$ cat src/logic/codec_port_pkg.sv
// constants and types of the codec direct register port
// Notes on behaviour
// - index holds five index bits plus three flags
// - legacy mode ignores top index bit
// - gate bit stops requests while interrupt set
// - gate clear: requests free, counter decrements
// - outstanding requests finish; new need zero interrupt
// - drained: dac midscale or repeat, capture holds
// - clearing interrupt or gate resumes requests
// - counter holds while gate and interrupt set
// - no overrun or underrun while suppressed
// - dac muted while mode flag set
// - 32 samples of midscale adc, muted dac
// - calibration busy 384 samples if auto-calibrate
// - top index bit read-only, shows initialization
// - index reads 40h after init, 80h during
// - window returns indexed register, 80h during init
// - interrupt flag is the only sticky bit
// - two select pins choose four direct registers
// - status write clears interrupt flag unless counter underflows that cycle
package codec_port_pkg;
    localparam logic [1:0] SEL_INDEX      = 2'h0;
    localparam logic [1:0] SEL_WINDOW     = 2'h1;
    localparam logic [1:0] SEL_STATUS     = 2'h2;
    localparam logic [1:0] SEL_PIO        = 2'h3;
    localparam logic [7:0] INDEX_RESET    = 8'h40;
    localparam logic [7:0] INIT_READ      = 8'h80;
    localparam int         IDX_INIT_BIT   = 7;
    localparam int         IDX_MODE_BIT   = 6;
    localparam int         IDX_GATE_BIT   = 5;
    localparam int         IDX_TOP_BIT    = 4;
    localparam logic [4:0] REG_LEFT_OUT   = 5'h06;
    localparam logic [4:0] REG_RIGHT_OUT  = 5'h07;
    localparam logic [4:0] REG_IFACE      = 5'h09;
    localparam logic [4:0] REG_ERRORS     = 5'h0b;
    localparam logic [4:0] REG_MISC       = 5'h0c;
    localparam logic [4:0] REG_UPPER_BASE = 5'h0e;
    localparam logic [4:0] REG_LOWER_BASE = 5'h0f;
    localparam logic [4:0] REG_FEATURE    = 5'h10;
    localparam int         MUTE_BIT       = 7;
    localparam int         PEN_BIT        = 0;
    localparam int         CEN_BIT        = 1;
    localparam int         AUTO_CALIBRATE_BIT_BIT       = 3;
    localparam int         COR_BIT        = 7;
    localparam int         PUR_BIT        = 6;
    localparam int         ACI_BIT        = 5;
    localparam int         EXPANDED_MODE_BIT      = 6;
    localparam int         ZERO_FILL_BIT  = 0;
    localparam logic [5:0] SETTLE_SAMPLES = 6'd32;
    localparam logic [8:0] CAL_SAMPLES    = 9'd384;
    localparam logic [15:0] INIT_CYCLES   = 16'd64;

    typedef enum logic [1:0] {
        ST_INIT   = 2'b00,
        ST_RUN    = 2'b01,
        ST_MODE   = 2'b11,
        ST_SETTLE = 2'b10
    } phase_t;
endpackage

$ cat src/logic/codec_direct_register_port.sv
// direct register port with indexed window, gating and mode-change sequencing
module codec_direct_register_port #(
    parameter logic [15:0] INIT_LEN = codec_port_pkg::INIT_CYCLES
) (
    // clock and reset
    input  wire logic       i_clk,
    input  wire logic       i_rst_b,
    // host bus pins
    input  wire logic [1:0] i_direct_select_pins,
    input  wire logic       i_cs_b,
    input  wire logic       i_rd_b,
    input  wire logic       i_wr_b,
    input  wire logic [7:0] i_data,
    output logic      [7:0] o_data,
    output logic            o_data_oe,
    // dma handshake pins
    output logic            o_playback_request_out,
    output logic            o_capture_request_out,
    input  wire logic       i_playback_ack_b,
    input  wire logic       i_capture_ack_b,
    // sample engine side
    input  wire logic       i_sample_tick,
    input  wire logic       i_sample_moved,
    input  wire logic       i_playback_need,
    input  wire logic       i_capture_avail,
    input  wire logic       i_fifo_drained,
    input  wire logic       i_overrun,
    input  wire logic       i_underrun,
    input  wire logic [2:0] i_capture_track,
    input  wire logic [2:0] i_playback_track,
    input  wire logic [7:0] i_capture_byte,
    output logic      [7:0] o_playback_byte,
    output logic            o_playback_write,
    output logic            o_capture_read,
    // converter control and interrupt flag
    output logic            o_dac_mute_left,
    output logic            o_dac_mute_right,
    output logic            o_adc_midscale,
    output logic            o_dac_midscale,
    output logic            o_dac_repeat,
    output logic            o_capture_hold,
    output logic            o_interrupt_flag
);
    import codec_port_pkg::*;

    typedef struct packed {
        phase_t          phase;
        logic [15:0]     init_cnt;
        logic [6:0]      index;
        logic [31:0][7:0] regs;
        logic            int_flag;
        logic [15:0]     count;
        logic            pb_req;
        logic            cp_req;
        logic [5:0]      settle_cnt;
        logic [8:0]      cal_cnt;
        logic            sour;
        logic            cor;
        logic            pur;
        logic [7:0]      rd_data;
        logic [7:0]      pb_byte;
        logic            pb_wr;
        logic            cp_rd;
        logic [2:0]      rd_s;
        logic [2:0]      wr_s;
        logic [2:0]      pa_s;
        logic [2:0]      ca_s;
        logic            rd_f;
        logic            wr_f;
        logic            pa_f;
        logic            ca_f;
        logic [1:0]      sel_q;
        logic            cs_q;
        logic [7:0]      data_q;
    } state_t;

    state_t st_r;
    state_t st_nxt;

    // three-stage filter: accept only when stages two and three agree
    function automatic logic filt(input logic [2:0] s, input logic cur);
        filt = (s[1] == s[2]) ? s[1] : cur;
    endfunction

    // effective index, top bit dropped in legacy mode
    function automatic logic [4:0] eff_index(input logic [4:0] ix, input logic expanded_mode);
        eff_index = {ix[IDX_TOP_BIT] & expanded_mode, ix[3:0]};
    endfunction

    logic       initing;
    logic       mode_flag;
    logic       gate_bit;
    logic       gated;
    logic       rd_edge;
    logic       wr_edge;
    logic [4:0] win_ix;
    logic       playback_enable_bit;
    logic       capture_enable_bit;
    logic       expanded_mode;
    logic [7:0] status_byte;
    logic [7:0] win_byte;

    always_comb begin
        initing     = (st_r.phase == ST_INIT);
        mode_flag   = st_r.index[IDX_MODE_BIT];
        gate_bit    = st_r.index[IDX_GATE_BIT];
        gated       = gate_bit & st_r.int_flag;
        rd_edge     = st_r.rd_f & ~filt(st_r.rd_s, st_r.rd_f) & st_r.cs_q;
        wr_edge     = ~st_r.wr_f & filt(st_r.wr_s, st_r.wr_f) & st_r.cs_q;
        expanded_mode       = st_r.regs[REG_MISC][EXPANDED_MODE_BIT];
        win_ix      = eff_index(st_r.index[4:0], expanded_mode);
        playback_enable_bit         = st_r.regs[REG_IFACE][PEN_BIT];
        capture_enable_bit         = st_r.regs[REG_IFACE][CEN_BIT];
        status_byte = {i_capture_track, st_r.sour, i_playback_track, st_r.int_flag};
        win_byte    = st_r.regs[win_ix];
        if (win_ix == REG_ERRORS) begin
            win_byte[COR_BIT] = st_r.cor;
            win_byte[PUR_BIT] = st_r.pur;
            win_byte[ACI_BIT] = (st_r.cal_cnt != 9'h000);
        end
    end

    always_comb begin
        st_nxt        = st_r;
        st_nxt.pb_wr  = 1'b0;
        st_nxt.cp_rd  = 1'b0;
        // pin synchronisers
        st_nxt.rd_s   = {st_r.rd_s[1:0], i_rd_b};
        st_nxt.wr_s   = {st_r.wr_s[1:0], i_wr_b};
        st_nxt.pa_s   = {st_r.pa_s[1:0], i_playback_ack_b};
        st_nxt.ca_s   = {st_r.ca_s[1:0], i_capture_ack_b};
        st_nxt.rd_f   = filt(st_r.rd_s, st_r.rd_f);
        st_nxt.wr_f   = filt(st_r.wr_s, st_r.wr_f);
        st_nxt.pa_f   = filt(st_r.pa_s, st_r.pa_f);
        st_nxt.ca_f   = filt(st_r.ca_s, st_r.ca_f);
        // address and data are stable while a strobe is low
        st_nxt.sel_q  = i_direct_select_pins;
        st_nxt.cs_q   = ~i_cs_b;
        st_nxt.data_q = i_data;

        // host read: latch the addressed register
        if (rd_edge) begin
            unique case (st_r.sel_q)
                SEL_INDEX: begin
                    st_nxt.rd_data = initing ? INIT_READ : {1'b0, st_r.index};
                end
                SEL_WINDOW: begin
                    st_nxt.rd_data = initing ? INIT_READ : win_byte;
                end
                SEL_STATUS: begin
                    st_nxt.rd_data = status_byte;
                end
                SEL_PIO: begin
                    st_nxt.rd_data = initing ? INIT_READ : i_capture_byte;
                    st_nxt.cp_rd   = ~initing;
                end
            endcase
        end

        // host write: ignored while initializing
        if (wr_edge && !initing) begin
            unique case (st_r.sel_q)
                SEL_INDEX: begin
                    st_nxt.index = st_r.data_q[6:0];
                end
                SEL_WINDOW: begin
                    st_nxt.regs[win_ix] = st_r.data_q;
                end
                SEL_STATUS: begin
                    st_nxt.int_flag = 1'b0;
                end
                SEL_PIO: begin
                    st_nxt.pb_byte = st_r.data_q;
                    st_nxt.pb_wr   = 1'b1;
                end
            endcase
        end

        // dma current counter, underflow sets the sticky flag
        if (i_sample_moved && (playback_enable_bit || capture_enable_bit) && !gated) begin
            if (st_r.count == 16'h0000) begin
                st_nxt.count    = {st_r.regs[REG_UPPER_BASE], st_r.regs[REG_LOWER_BASE]};
                st_nxt.int_flag = 1'b1;
            end else begin
                st_nxt.count = st_r.count - 16'h0001;
            end
        end

        // requests: new ones only when not gated, pending ones complete
        if (st_r.pb_req) begin
            st_nxt.pb_req = ~(st_r.pa_f & ~filt(st_r.pa_s, st_r.pa_f));
        end else begin
            st_nxt.pb_req = playback_enable_bit & i_playback_need & ~gated & ~initing;
        end
        if (st_r.cp_req) begin
            st_nxt.cp_req = ~(st_r.ca_f & ~filt(st_r.ca_s, st_r.ca_f));
        end else begin
            st_nxt.cp_req = capture_enable_bit & i_capture_avail & ~gated & ~initing;
        end

        // error flags follow each sample, suppressed while gated
        if (i_sample_tick) begin
            st_nxt.cor  = i_overrun & ~gated;
            st_nxt.pur  = i_underrun & ~gated;
            st_nxt.sour = (i_overrun | i_underrun) & ~gated;
        end

        if (i_sample_tick && st_r.cal_cnt != 9'h000) begin
            st_nxt.cal_cnt = st_r.cal_cnt - 9'h001;
        end

        // phase sequencing
        unique case (st_r.phase)
            ST_INIT: begin
                st_nxt.init_cnt = st_r.init_cnt - 16'h0001;
                if (st_r.init_cnt == 16'h0000) begin
                    st_nxt.phase = ST_RUN;
                end
            end
            ST_RUN: begin
                if (mode_flag) begin
                    st_nxt.phase = ST_MODE;
                end
            end
            ST_MODE: begin
                if (!mode_flag) begin
                    st_nxt.phase      = ST_SETTLE;
                    st_nxt.settle_cnt = SETTLE_SAMPLES;
                    if (st_r.regs[REG_IFACE][AUTO_CALIBRATE_BIT_BIT]) begin
                        st_nxt.cal_cnt = CAL_SAMPLES;
                    end
                end
            end
            ST_SETTLE: begin
                if (mode_flag) begin
                    st_nxt.phase = ST_MODE;
                end else if (i_sample_tick) begin
                    st_nxt.settle_cnt = st_r.settle_cnt - 6'h01;
                    if (st_r.settle_cnt == 6'h01) begin
                        st_nxt.phase = ST_RUN;
                    end
                end
            end
        endcase
    end

    always_ff @(posedge i_clk or negedge i_rst_b) begin
        if (!i_rst_b) begin
            st_r          <= '0;
            st_r.phase    <= ST_INIT;
            st_r.init_cnt <= INIT_LEN;
            st_r.index    <= INDEX_RESET[6:0];
            st_r.rd_s     <= 3'h7;
            st_r.wr_s     <= 3'h7;
            st_r.pa_s     <= 3'h7;
            st_r.ca_s     <= 3'h7;
            st_r.rd_f     <= 1'b1;
            st_r.wr_f     <= 1'b1;
            st_r.pa_f     <= 1'b1;
            st_r.ca_f     <= 1'b1;
        end else begin
            st_r <= st_nxt;
        end
    end

    // outputs
    always_comb begin
        o_data                 = st_r.rd_data;
        o_data_oe              = st_r.cs_q & ~st_r.rd_f;
        o_playback_request_out = st_r.pb_req;
        o_capture_request_out  = st_r.cp_req;
        o_playback_byte        = st_r.pb_byte;
        o_playback_write       = st_r.pb_wr;
        o_capture_read         = st_r.cp_rd;
        o_interrupt_flag       = st_r.int_flag;
        o_dac_mute_left        = mode_flag | (st_r.phase == ST_SETTLE)
                                 | st_r.regs[REG_LEFT_OUT][MUTE_BIT];
        o_dac_mute_right       = mode_flag | (st_r.phase == ST_SETTLE)
                                 | st_r.regs[REG_RIGHT_OUT][MUTE_BIT];
        o_adc_midscale         = (st_r.phase == ST_SETTLE);
        o_dac_midscale         = gated & i_fifo_drained & ~st_r.pb_req
                                 & st_r.regs[REG_FEATURE][ZERO_FILL_BIT];
        o_dac_repeat           = gated & i_fifo_drained & ~st_r.pb_req
                                 & ~st_r.regs[REG_FEATURE][ZERO_FILL_BIT];
        o_capture_hold         = gated & ~st_r.cp_req;
    end

    chk_init_reads_80: assert property (@(posedge i_clk) disable iff (!i_rst_b)
        initing && rd_edge && st_r.sel_q != SEL_STATUS |=> st_r.rd_data == INIT_READ)
        else $error("read during init not 80h");

    chk_counter_holds: assert property (@(posedge i_clk) disable iff (!i_rst_b)
        gated |=> st_r.count == $past(st_r.count))
        else $error("dma counter moved while gated");

    chk_status_clear: assert property (@(posedge i_clk) disable iff (!i_rst_b)
        wr_edge && !initing && st_r.sel_q == SEL_STATUS && !(i_sample_moved && (playback_enable_bit || capture_enable_bit))
        |=> !st_r.int_flag)
        else $error("status write did not clear interrupt");

    chk_no_err_gated: assert property (@(posedge i_clk) disable iff (!i_rst_b)
        i_sample_tick && gated |=> !st_r.sour && !st_r.cor && !st_r.pur)
        else $error("error flagged while gated");

    chk_mode_mutes: assert property (@(posedge i_clk) disable iff (!i_rst_b)
        mode_flag |-> o_dac_mute_left && o_dac_mute_right)
        else $error("dac not muted in mode change");

    chk_settle_span: assert property (@(posedge i_clk) disable iff (!i_rst_b)
        st_r.phase == ST_MODE && !mode_flag
        |=> st_r.settle_cnt == SETTLE_SAMPLES && o_adc_midscale)
        else $error("settle period not started at 32");

    chk_cal_needs_auto_calibrate_bit: assert property (@(posedge i_clk) disable iff (!i_rst_b)
        st_r.phase == ST_MODE && !mode_flag
        |=> (st_r.cal_cnt == CAL_SAMPLES) == $past(st_r.regs[REG_IFACE][AUTO_CALIBRATE_BIT_BIT]))
        else $error("calibration busy mismatch");

    chk_legacy_index: assert property (@(posedge i_clk) disable iff (!i_rst_b)
        !expanded_mode |-> win_ix == {1'b0, st_r.index[3:0]})
        else $error("top index bit used in legacy mode");

    chk_req_gated: assert property (@(posedge i_clk) disable iff (!i_rst_b)
        !st_r.pb_req && gated |=> !st_r.pb_req)
        else $error("new playback request while gated");

    chk_index_store: assert property (@(posedge i_clk) disable iff (!i_rst_b)
        wr_edge && !initing && st_r.sel_q == SEL_INDEX
        |=> st_r.index == $past(st_r.data_q[6:0]))
        else $error("index write not stored");

    chk_cap_gated: assert property (@(posedge i_clk) disable iff (!i_rst_b)
        !st_r.cp_req && gated |=> !st_r.cp_req)
        else $error("new capture request while gated");

    chk_req_resume: assert property (@(posedge i_clk) disable iff (!i_rst_b)
        !gated && !initing && playback_enable_bit && i_playback_need && !st_r.pb_req |=> st_r.pb_req)
        else $error("playback request not resumed");

    chk_drain_choice: assert property (@(posedge i_clk) disable iff (!i_rst_b)
        gated && i_fifo_drained && !st_r.pb_req |-> o_dac_midscale != o_dac_repeat)
        else $error("drained dac source not chosen");

    chk_init_frozen: assert property (@(posedge i_clk) disable iff (!i_rst_b)
        initing |=> st_r.index == $past(st_r.index) && st_r.regs == $past(st_r.regs))
        else $error("register changed during init");
endmodule

$ cat config.mk
export PLATFORM = sky130hd
export DESIGN_NAME = codec_direct_register_port
export DESIGN_NICKNAME = d
export VERILOG_FILES = /design/src/logic/codec_port_pkg.sv /design/src/logic/codec_direct_register_port.sv
export SDC_FILE = /design/constraint.sdc
export NUM_CORES = 1
export LEC_CHECK = 0
export ABC_AREA = 0
export ABC_CLOCK_PERIOD_IN_PS = 2400
export BUFFER_PORTS_ARGS = -buffer_cell sky130_fd_sc_hd__buf_2
export CAP_MARGIN = 5
export CORE_AREA = 2 2 175 177
export CTS_CLUSTER_SIZE = 25
export DETAILED_ROUTE_END_ITERATION = 8
export DIE_AREA = 0 0 177 179
export PLACE_DENSITY_LB_ADDON = 0.2
export RECOVER_POWER = 50
export SLEW_MARGIN = 20
export SYNTH_ARGS = -nofsm -noshare
export SYNTH_HDL_FRONTEND = slang
export SYNTH_SLANG_ARGS = --single-unit
$ cat constraint.sdc
create_clock -name i_clk -period 2.4 [get_ports i_clk]
set_clock_uncertainty 0.2 [all_clocks]
set_input_delay 0 -clock i_clk [delete_from_list [all_inputs] [get_ports i_clk]]
set_output_delay 0 -clock i_clk [all_outputs]
set_load 0.01 [all_outputs]
# Yosys cells after proc, flatten, opt, wreduce, memory -nomap -nowiden
# Cells that the tools add are included.
[word_totals]
word_cells = 182
n_memories = 0
latchBits = 0
out_inout_bits = 28
inputBits = 38
mem_bits_ro = 0
ramBits = 0
reg_bits = 363
[classes]
shifts = 0
bitwise = 40
order_cmp = 2
n_eq_ne = 19
add_sub_neg = 4
n_div = 0
n_mul = 0
n_reduce_logical = 19
muxes = 39
[ops]
columns = ["cell", "n"]
rows = [
  ["$bwmux W256", 1],
  ["$bmux W8 S5", 1],
  ["$demux W8 S5", 1],
  ["$mux W8", 5],
  ["$logic_not A16 Y1", 2],
  ["$pmux W8 S4", 1],
  ["$sub A16 B1 Y16 const B", 2],
  ["$mux W9", 3],
  ["$and A1 B1 Y1", 23],
  ["$mux W17", 1],
  ["$mux W16", 1],
  ["$mux W15", 1],
  ["$mux W1", 13],
  ["$not A1 Y1", 13],
  ["$mux W2", 6],
  ["$mux W6", 2],
  ["$pmux W6 S2", 1],
  ["$reduce_bool A9 Y1", 1],
  ["$sub A9 B1 Y9 const B", 1],
  ["$eq A2 B2 Y1 const B", 4],
  ["$ne A2 B2 Y1 const B", 4],
  ["$pmux W2 S4", 1],
  ["$eq A6 B1 Y1 const B", 1],
  ["$lt A5 B6 Y1 const B", 1],
  ["other kinds (18)", 33],
]

# Depth between registers and ports, before layout
# Gate-level depths: netlist (run 1).
[logic_depth]
ltp_word = 8
depth_mapped = 9
ltp_nobuf = 7

# Least setup slack after synthesis (run 1)
# No wires, ideal clock.
[synth_path]
kind = "flip-flop to flip-flop"
startpoint = "register st_r[338] (netlist bit)"
endpoint = "register st_r, in the netlist o_data[3]"
t_arrival_ns = 2.074
n_path_buf = 3
required_time_ns = 2.074
setup_time_ns = 0.126
synth_period_minus_slack_ns = 2.400
stages_incl_launch_ff = 8
setup_slack_ns = 0.000
path_cell_list = "dfrtp_1 buf_2 buf_2 buf_4 mux4_2 a22oi_1 nand4_1 a221o_1"
[synth_between]
elab_chain_len = 4
[synth_lines]
columns = ["element", "line", "source"]
rows = [
  ["start, declared", "codec_direct_register_port.sv:77", "state_t st_r;"],
  ["start signal, assigned", "codec_direct_register_port.sv:262", "st_r <= st_nxt;"],
  ["$bmux W8 S5", "codec_direct_register_port.sv:115", "win_byte = st_r.regs[win_ix];"],
  ["$mux W8 (not written as such)", "codec_direct_register_port.sv:115", ""],
  ["$mux W8", "codec_direct_register_port.sv:148", "st_nxt.rd_data = initing ? INIT_READ : win_byte;"],
  ["$pmux W8 S4", "codec_direct_register_port.sv:143", "unique case (st_r.sel_q)"],
]
# No other way between the ends. The select of a mux whose other input is x is not followed.
# A chain may end at the register's enable or synchronous reset.

# Worst setup path in the final report (run 1)
[layout_path]
startpoint = "register st_r[338] (netlist bit)"
endpoint = "register st_r, in the netlist o_data[7]"
[layout_between]
elab_chain_len = 5
elab_cells_between_ends = 6
cone_classes = "1 x eq/ne; 5 x mux"
[layout_lines]
columns = ["element", "line", "source"]
rows = [
  ["$bmux W8 S5", "codec_direct_register_port.sv:115", ""],
  ["$mux W8 (not written as such)", "codec_direct_register_port.sv:115", ""],
  ["$mux W3 (*)", "codec_direct_register_port.sv:116", "if (win_ix == REG_ERRORS) begin"],
  ["$mux W8 (*)", "codec_direct_register_port.sv:148", ""],
  ["$pmux W8 S4 (*)", "codec_direct_register_port.sv:143", ""],
]
# Mark *: on every way between the ends. The rest lies on a longest branch, timed or not. The select of a mux whose other input is x is not followed.

==> results of run 1 <==
-- through the flow --
step | power [uW] | setup WS, ns | hold WS, ns
floorplan | 9008 | 0.0001903 | -0.4956
global placement | 10060 | -0.2397 | -0.2256
detailed placement | 10150 | -0.2480 | -0.2241
CTS | 16160 | -0.06603 | 0.1113
global route | 16880 | -0.1162 | 0.1619
finish | 16160 | -0.07733 | 0.1513
-- power groups by stage --
stage               clock, uW  sequential, uW  combinational [uW]
floorplan                   0            7030                1980
global placement            0            7190                2860
detailed placement          0            7220                2930
CTS                      5780            7120                3260
global route             6080            7180                3620
finish                   5700            7130                3320
-- state kept, by name, summed over array words and instances, names as in the netlist --
signal and cells:
o_data 8, st_r 327, capture_enable_bit 1, o_playback_write 1, o_capture_read 1, o_interrupt_flag 1, gate_bit 1, playback_enable_bit 1
mode_flag 1, o_capture_request_out 1, o_playback_byte 8, o_playback_request_out 1, st_nxt 8, expanded_mode 1
-- routing by layer --
layer | wire (um) | share of wire (%) | GRT usage (%) | vias to the layer above
li1 | - | - | - | 4870
met1 | 19190 | 45 | 40.20 | 5870
met2 | 20070 | 47 | 43.43 | 345
met3 | 2162 | 5.1 | 3.287 | 65
met4 | 1031 | 2.4 | 7.231 | 0
met5 | 0 | 0 | 0 | -
-- area by class of cell --
| type | count | area share [%] |
|---|---|---|
| multi-input combinational | 726 | 35.18 |
| timing repair buffer | 266 | 11.25 |
| inverter | 20 | 0.3714 |
| clock buffer | 59 | 5.398 |
| tap | 396 | 2.451 |
| sequential | 361 | 44.85 |
| clock inverter | 8 | 0.5014 |
-- layout by cell type, fill, tap and decap left out, drive strengths merged, types with 18 or more instances in the layout --
| cell | instances |
|---|---|
| dfrtp | 343 |
| nor2 | 48 |
| buf | 183 |
| nand2 | 64 |
| dfstp | 18 |
| o21ai | 23 |
| nand3 | 18 |
| clkbuf | 86 |
| dlygate4sd3 | 56 |
| mux2 | 271 |
| a22oi | 33 |
| mux4 | 60 |
| inv | 23 |
-- worst max-delay path: cells and delay by family (launching register included) --
family                 cells  cell delay [ns]
flip-flops                 1             0.53
AO/OA/AOI/OAI              3             0.59
buffers and inverters      3             0.47
multiplexers               1             0.55
-- Yosys cell counts (all sizes together) (9+ instances only) --
library cell / n / area share, %
mux4: 60 / 8.2
clkbuf: 47 / 1.1
o21ai: 23 / 0.70
nor4: 10 / 0.47
xor2: 13 / 0.69
nor2: 48 / 1.2
dfrtp: 343 / 52
nor3: 13 / 0.45
nand3: 18 / 0.55
mux2: 271 / 18
a21oi: 13 / 0.44
dfstp: 18 / 2.9
a22oi: 33 / 1.5
buf: 43 / 1.7
nand4: 9 / 0.34
nand2: 64 / 1.5
xnor2: 10 / 0.53
inv: 20 / 0.45
-- repair_timing --
item / in CTS / in global routing
gates cloned: 1 / 1
endpoints found under the hold margin: 415 / 0
pin swaps: 9 / 12
hold buffers: 57 / 0
buffers inserted: 9 / 9
setup endpoints to repair: 63 / 127
gates resized for setup: 39 / 21
-- worst max-delay path by stage --
stage | endpoint
floorplan | o_data[3]$_DFFE_PN0P_
global placement | o_data[5]$_DFFE_PN0P_
detailed placement | o_data[5]$_DFFE_PN0P_
CTS | o_data[7]$_DFFE_PN0P_
global route | o_data[7]$_DFFE_PN0P_
finish | o_data[7]$_DFFE_PN0P_
-- kinds of logic (layout without fill, tap and decap cells) --
family | after synthesis | after routing | synth area share [%]
AO/OA/AOI/OAI | 134 | 134 | 5.906
XOR/XNOR | 23 | 23 | 1.219
adder cells (fa/ha/maj) | 9 | 9 | 0.6360
buffers and inverters | 110 | 353 | 3.218
flip-flops | 361 | 361 | 54.80
multiplexers | 339 | 339 | 27.13
AND/OR/NAND/NOR | 220 | 221 | 7.087
==> impl_metrics.py, run 1 <==
metrics = {
    "grt": {
        "grt_max_degree": 86,
        "grt_pass1_vias": 11193,
        "grtUsageTotal_pct": 27.31,
        "antenna_found_initial": 0,
        "grt.overflow.total": 0,
        "grt_pass1_wl_mm": 65.85,
    },
    "yosys": {
        "yosysUniqueCellTypes": 73,
        "syn_area_um2": 16520,
        "ys_ff_latch": 361,
        "syn_inst": 1196,
        "syn_nets": 1240,
        "async_flop_share_pct": 100.0,
        "synth_warnings": 0,
        "yosysSeqAreaShare_pct": 54.80,
        "syn_avg_cell_area_um2": 13.82,
        "synthFlopType": "dfrtp_1",
        "synth_edf_count": 0,
    },
    "setup_path": {
        "crit_path_max_fanout": 7,
        "path_common_cell": "buf_8",
        "ff2ff_setup_slack_ns": -0.08,
        "worst_r2r_endpoint": "o_data[7]$_DFFE_PN0P_",
        "critical_path.max_stage_delay_ns": 0.55,
        "path_class": "register to register",
        "crit_required_ns": 2.58,
        "startpoint_type": "register",
        "slowest_stage": "mux4_2",
        "rr_startpoint": "st_r[338]$_DFFE_PN0P_",
        "worstPathCellList": "buf_8, buf_8, mux4_2, a221oi_4, buf_4, a311o_1, o311ai_1",
        "reg2reg_depth": 7,
        "setup.worst_path.end_class": "register",
        "critPathLaunch": "st_r[338]$_DFFE_PN0P_",
        "crit_arrival_ns": 2.66,
    },
    "clock_network": {
        "cts_sinks": 361,
        "cts_tree": "yes",
        "cts_htree_levels": 2,
        "cts-buffers-inserted": 39,
        "cts.path.max_buffers": 3,
        "worstSkewPairLatency_ns": 0.52,
        "clk_pin_slew_worst_paths_ns": 0.06,
        "root_buffer": "clkbuf_16",
    },
    "pwr": {
        "p_leak_uw": 0.009513,
        "intPower_uw": 11580,
        "power.switching_uw": 4578,
        "pwr-share-comb_pct": 20.6,
        "clockPowerShare_pct": 35.3,
        "seq_power_share_pct": 44.1,
        "power.density_nw_per_um2": 799.4,
        "peakVddDrop_mv": 0.4917,
        "switching_share_pct": 28.33,
    },
    "cells_and_area": {
        "final_cells": 1836,
        "final_util_pct": 67.31,
        "register_area_um2": 9065,
        "drive_gt1_share_pct": 44.44,
        "multi_input_area_um2": 7112,
        "design_area_um2": 20210,
        "area_growth_pct": 22.32,
        "antenna_cells": 0,
        "nets": 1458,
        "fillers": 2099,
    },
    "sta": {
        "fmax_ghz": 0.4037,
        "worstMarginPinSlew_ns": 1.011,
        "setup_viol": 7,
        "period_minus_slack_ns": 2.477,
        "slew_viol_final": 0,
        "finalHoldViolations": 0,
        "min_period_over_period_pct": 103.2,
        "setup-tns-final_ns": -0.2867,
        "rsz0062_at_grt": "yes",
        "slew_headroom_pct": 32.62,
        "worst_slack_ns": -0.07733,
    },
    "min_path": {
        "holdPathEnd": "o_capture_request_out$_DFF_PN0_",
        "whs_path_depth": 4,
        "hold_start": "i_capture_avail",
        "hold_class": "input port to register",
    },
    "floorplanning": {
        "ios": 66,
        "dieWidth_um": 177,
        "rows": 64,
        "die-height_um": 179,
        "core_um2": 30030,
        "dieArea_um2": 31680,
        "start_util_pct": 55.03,
    },
    "run": {
        "drv_cap": 0,
    },
    "routing": {
        "via_count": 11150,
        "dr.pass1.iters": 6,
        "routed_wl_mm": 42.46,
        "viasPerCell": 6.073,
        "post_drt_wl_per_cell_um": 23.13,
        "ant_nets": 0,
        "drtIter0Drc": 847,
        "drc_errors": 0,
    },
    "run_status": {
        "violations": "setup timing",
        "status": "finished with violations",
    },
    "placement": {
        "place_hpwl_mm": 27.34,
        "placed_cells_incl_taps": 1693,
        "placed_cell_area_um2": 18100,
        "place.gp.congestion": 0.9231,
        "io_buffer_count": 65,
    },
}
(Power assumes the default switching activity.)
==> inputs of run 2 (changes only) <==
Settings changed: BUFFER_PORTS_ARGS -buffer_cell sky130_fd_sc_hd__buf_2 to unset, CORE_AREA 2 2 175 177 to 2 2 204 206, DIE_AREA 0 0 177 179 to 0 0 206 208, DONT_BUFFER_PORTS set to 1.
==> run 2 against run 1 <==
Against the previous run: the run ends with hold timing, setup timing left; setup slack worse by 0.064 ns; sequential power about the same; critical endpoint is now o_data[5]$_DFFE_PN0P_; first-iteration DRC count grew 16%; hold slack worse by 1.2 ns; fmax decreased by 2.5%; highest routed layer unchanged; total power rose by 5.3%.
==> impl_metrics.py, run 2 (synthesized netlist as in run 1, its figures left out) <==
metrics = {
    "setup_path": {
        "worst_r2r_endpoint": "o_data[5]$_DFFE_PN0P_",
        "startpoint_type": "register",
        "crit_arrival_ns": 2.77,
        "worstSetupEndpoint": "o_data[5]$_DFFE_PN0P_",
        "crit_path_max_fanout": 5,
        "setup.worst_path.end_class": "register",
        "critPathLaunch": "st_r[338]$_DFFE_PN0P_",
        "reg2reg_depth": 8,
        "crit_required_ns": 2.63,
        "ff2ff_setup_slack_ns": -0.14,
        "rr_startpoint": "st_r[338]$_DFFE_PN0P_",
        "path_class": "register to register",
    },
    "cells_and_area": {
        "drive_gt1_share_pct": 43.47,
        "final_util_pct": 49.99,
        "area_growth_pct": 22.68,
        "design_area_um2": 20270,
        "final_cells": 1887,
        "nets": 1366,
        "layout_common_cells": "dfrtp_1 (340), mux2_2 (271), buf_4 (83)",
        "layout_commonest_cell": "dfrtp_1",
        "fillers": 3484,
        "regMostFlops": "st_r",
        "largest_reg_flops": 327,
        "antenna_cells": 0,
    },
    "pwr": {
        "seq_power_share_pct": 41.9,
        "switching_share_pct": 26.74,
        "pwr-share-comb_pct": 17.8,
        "power.density_nw_per_um2": 839.4,
        "peakVddDrop_mv": 0.5018,
        "p_leak_uw": 0.009380,
        "p_total_uw": 17020,
        "power.switching_uw": 4550,
        "intPower_uw": 12470,
        "clockPowerShare_pct": 40.3,
    },
    "grt": {
        "grt_pass1_wl_mm": 65.85,
        "grtUsageTotal_pct": 20.17,
        "antenna_found_initial": 0,
        "grt_pass1_vias": 10814,
        "grt.overflow.total": 0,
        "grt_max_degree": 362,
    },
    "placement": {
        "placed_cells_incl_taps": 1753,
        "placed_cell_area_um2": 17950,
        "io_buffer_count": 0,
        "place.gp.congestion": 0.8628,
        "place_hpwl_mm": 26.82,
    },
    "clock_network": {
        "root_buffer": "clkbuf_16",
        "cts_tree": "yes",
        "cts.path.max_buffers": 3,
        "cts_htree_levels": 2,
        "worstSkewPairLatency_ns": 0.54,
        "cts_sinks": 361,
        "holdBufCountCts": 54,
        "clk_pin_slew_worst_paths_ns": 0.06,
        "cts-buffers-inserted": 41,
    },
    "routing": {
        "viasPerCell": 5.598,
        "dr.pass1.iters": 5,
        "drc_errors": 0,
        "post_drt_wl_per_cell_um": 22.53,
        "via_count": 10563,
        "routed_wl_mm": 42.52,
        "ant_nets": 0,
        "drtIter0Drc": 983,
    },
    "sta": {
        "worst_slack_ns": -0.1409,
        "slew_viol_final": 0,
        "slew_headroom_pct": 38.53,
        "fmax_ghz": 0.3936,
        "setup_viol": 6,
        "period_minus_slack_ns": 2.541,
        "min_period_over_period_pct": 105.9,
        "setup-tns-final_ns": -0.4841,
        "rsz0062_at_grt": "yes",
        "worstMarginPinSlew_ns": 0.9150,
        "fin_hold_ws_ns": -1.042,
        "finalHoldViolations": 361,
    },
    "floorplanning": {
        "dieArea_um2": 42850,
        "rows": 74,
        "die-height_um": 208,
        "start_util_pct": 40.75,
        "dieWidth_um": 206,
        "ios": 66,
        "core_um2": 40550,
    },
    "run": {
        "drv_cap": 0,
    },
    "run_status": {
        "status": "finished with violations",
        "violations": "hold timing, setup timing",
    },
    "min_path": {
        "hold_class": "input port to asynchronous set/reset pin",
    },
}
run 2: critical path: stages, from the launching register on:
cell     delay [ns]
dfrtp_4        0.49
buf_6          0.15
buf_16         0.15
buf_8          0.13
mux4_2         0.45
a32o_1         0.22
a31oi_1        0.15
nand4_1        0.19
a31o_2         0.30
run 2: cell type report:
cell class | instances | area, um2 | share of cell area, %
tap | 532 | 665.6 | 3.283
multi-input combinational | 725 | 7093 | 34.99
inverter | 20 | 75.07 | 0.3703
clock inverter | 16 | 264.0 | 1.302
sequential | 361 | 9062 | 44.70
timing repair buffer | 173 | 1873 | 9.239
clock buffer | 60 | 1240 | 6.116
run 2: worst min-delay path by stage:
stage	startpoint	end	cells after the start
after detailed placement	i_rst_b	st_r[60]$_DFFE_PN0P_	0
after floorplan	i_rst_b	capture_enable_bit$_DFFE_PN0P_	0
after CTS	i_rst_b	st_r[58]$_DFFE_PN0P_	0
after global placement	i_rst_b	st_r[60]$_DFFE_PN0P_	0
final	i_rst_b	st_r[58]$_DFFE_PN0P_	0
after global routing	i_rst_b	st_r[58]$_DFFE_PN0P_	0
run 2: power by group through the flow:
| stage | combinational (uW) | clock (uW) | sequential (uW) |
|---|---|---|---|
| finish | 3030 | 6850 | 7140 |
| CTS | 3010 | 6990 | 7140 |
| detailed placement | 2670 | 0 | 7300 |
| global route | 3280 | 7250 | 7220 |
| global placement | 2620 | 0 | 7290 |
| floorplan | 1980 | 0 | 7030 |
run 2: layer usage:
layer  GRT usage, %  part of all wire (%)  vias to the layer above
met5              0                     0                        -
met4          5.517                   2.2                        0
met3          3.571                   4.6                       63
met2          31.91                    47                      234
met1          28.61                    47                     5575
li1               -                     -                     4691
run 2: what timing repair did:
item | CTS | global route
gates cloned | 1 | 0
buffers inserted | 4 | 0
setup endpoints to repair | 144 | 108
pin swaps | 10 | 7
hold endpoints to repair | 425 | 361
resized for setup | 21 | 23
run 2: stage by stage:
step           hold slack (ns)  worst slack [ns]
2_1_floorplan          -0.4956         0.0001903
3_3_place_gp           -0.4885           -0.3479
3_5_place_dp           -0.4870           -0.3695
4_1_cts                 -1.065           -0.1023
5_1_grt                 -1.071           -0.1791
6_report                -1.042           -0.1409
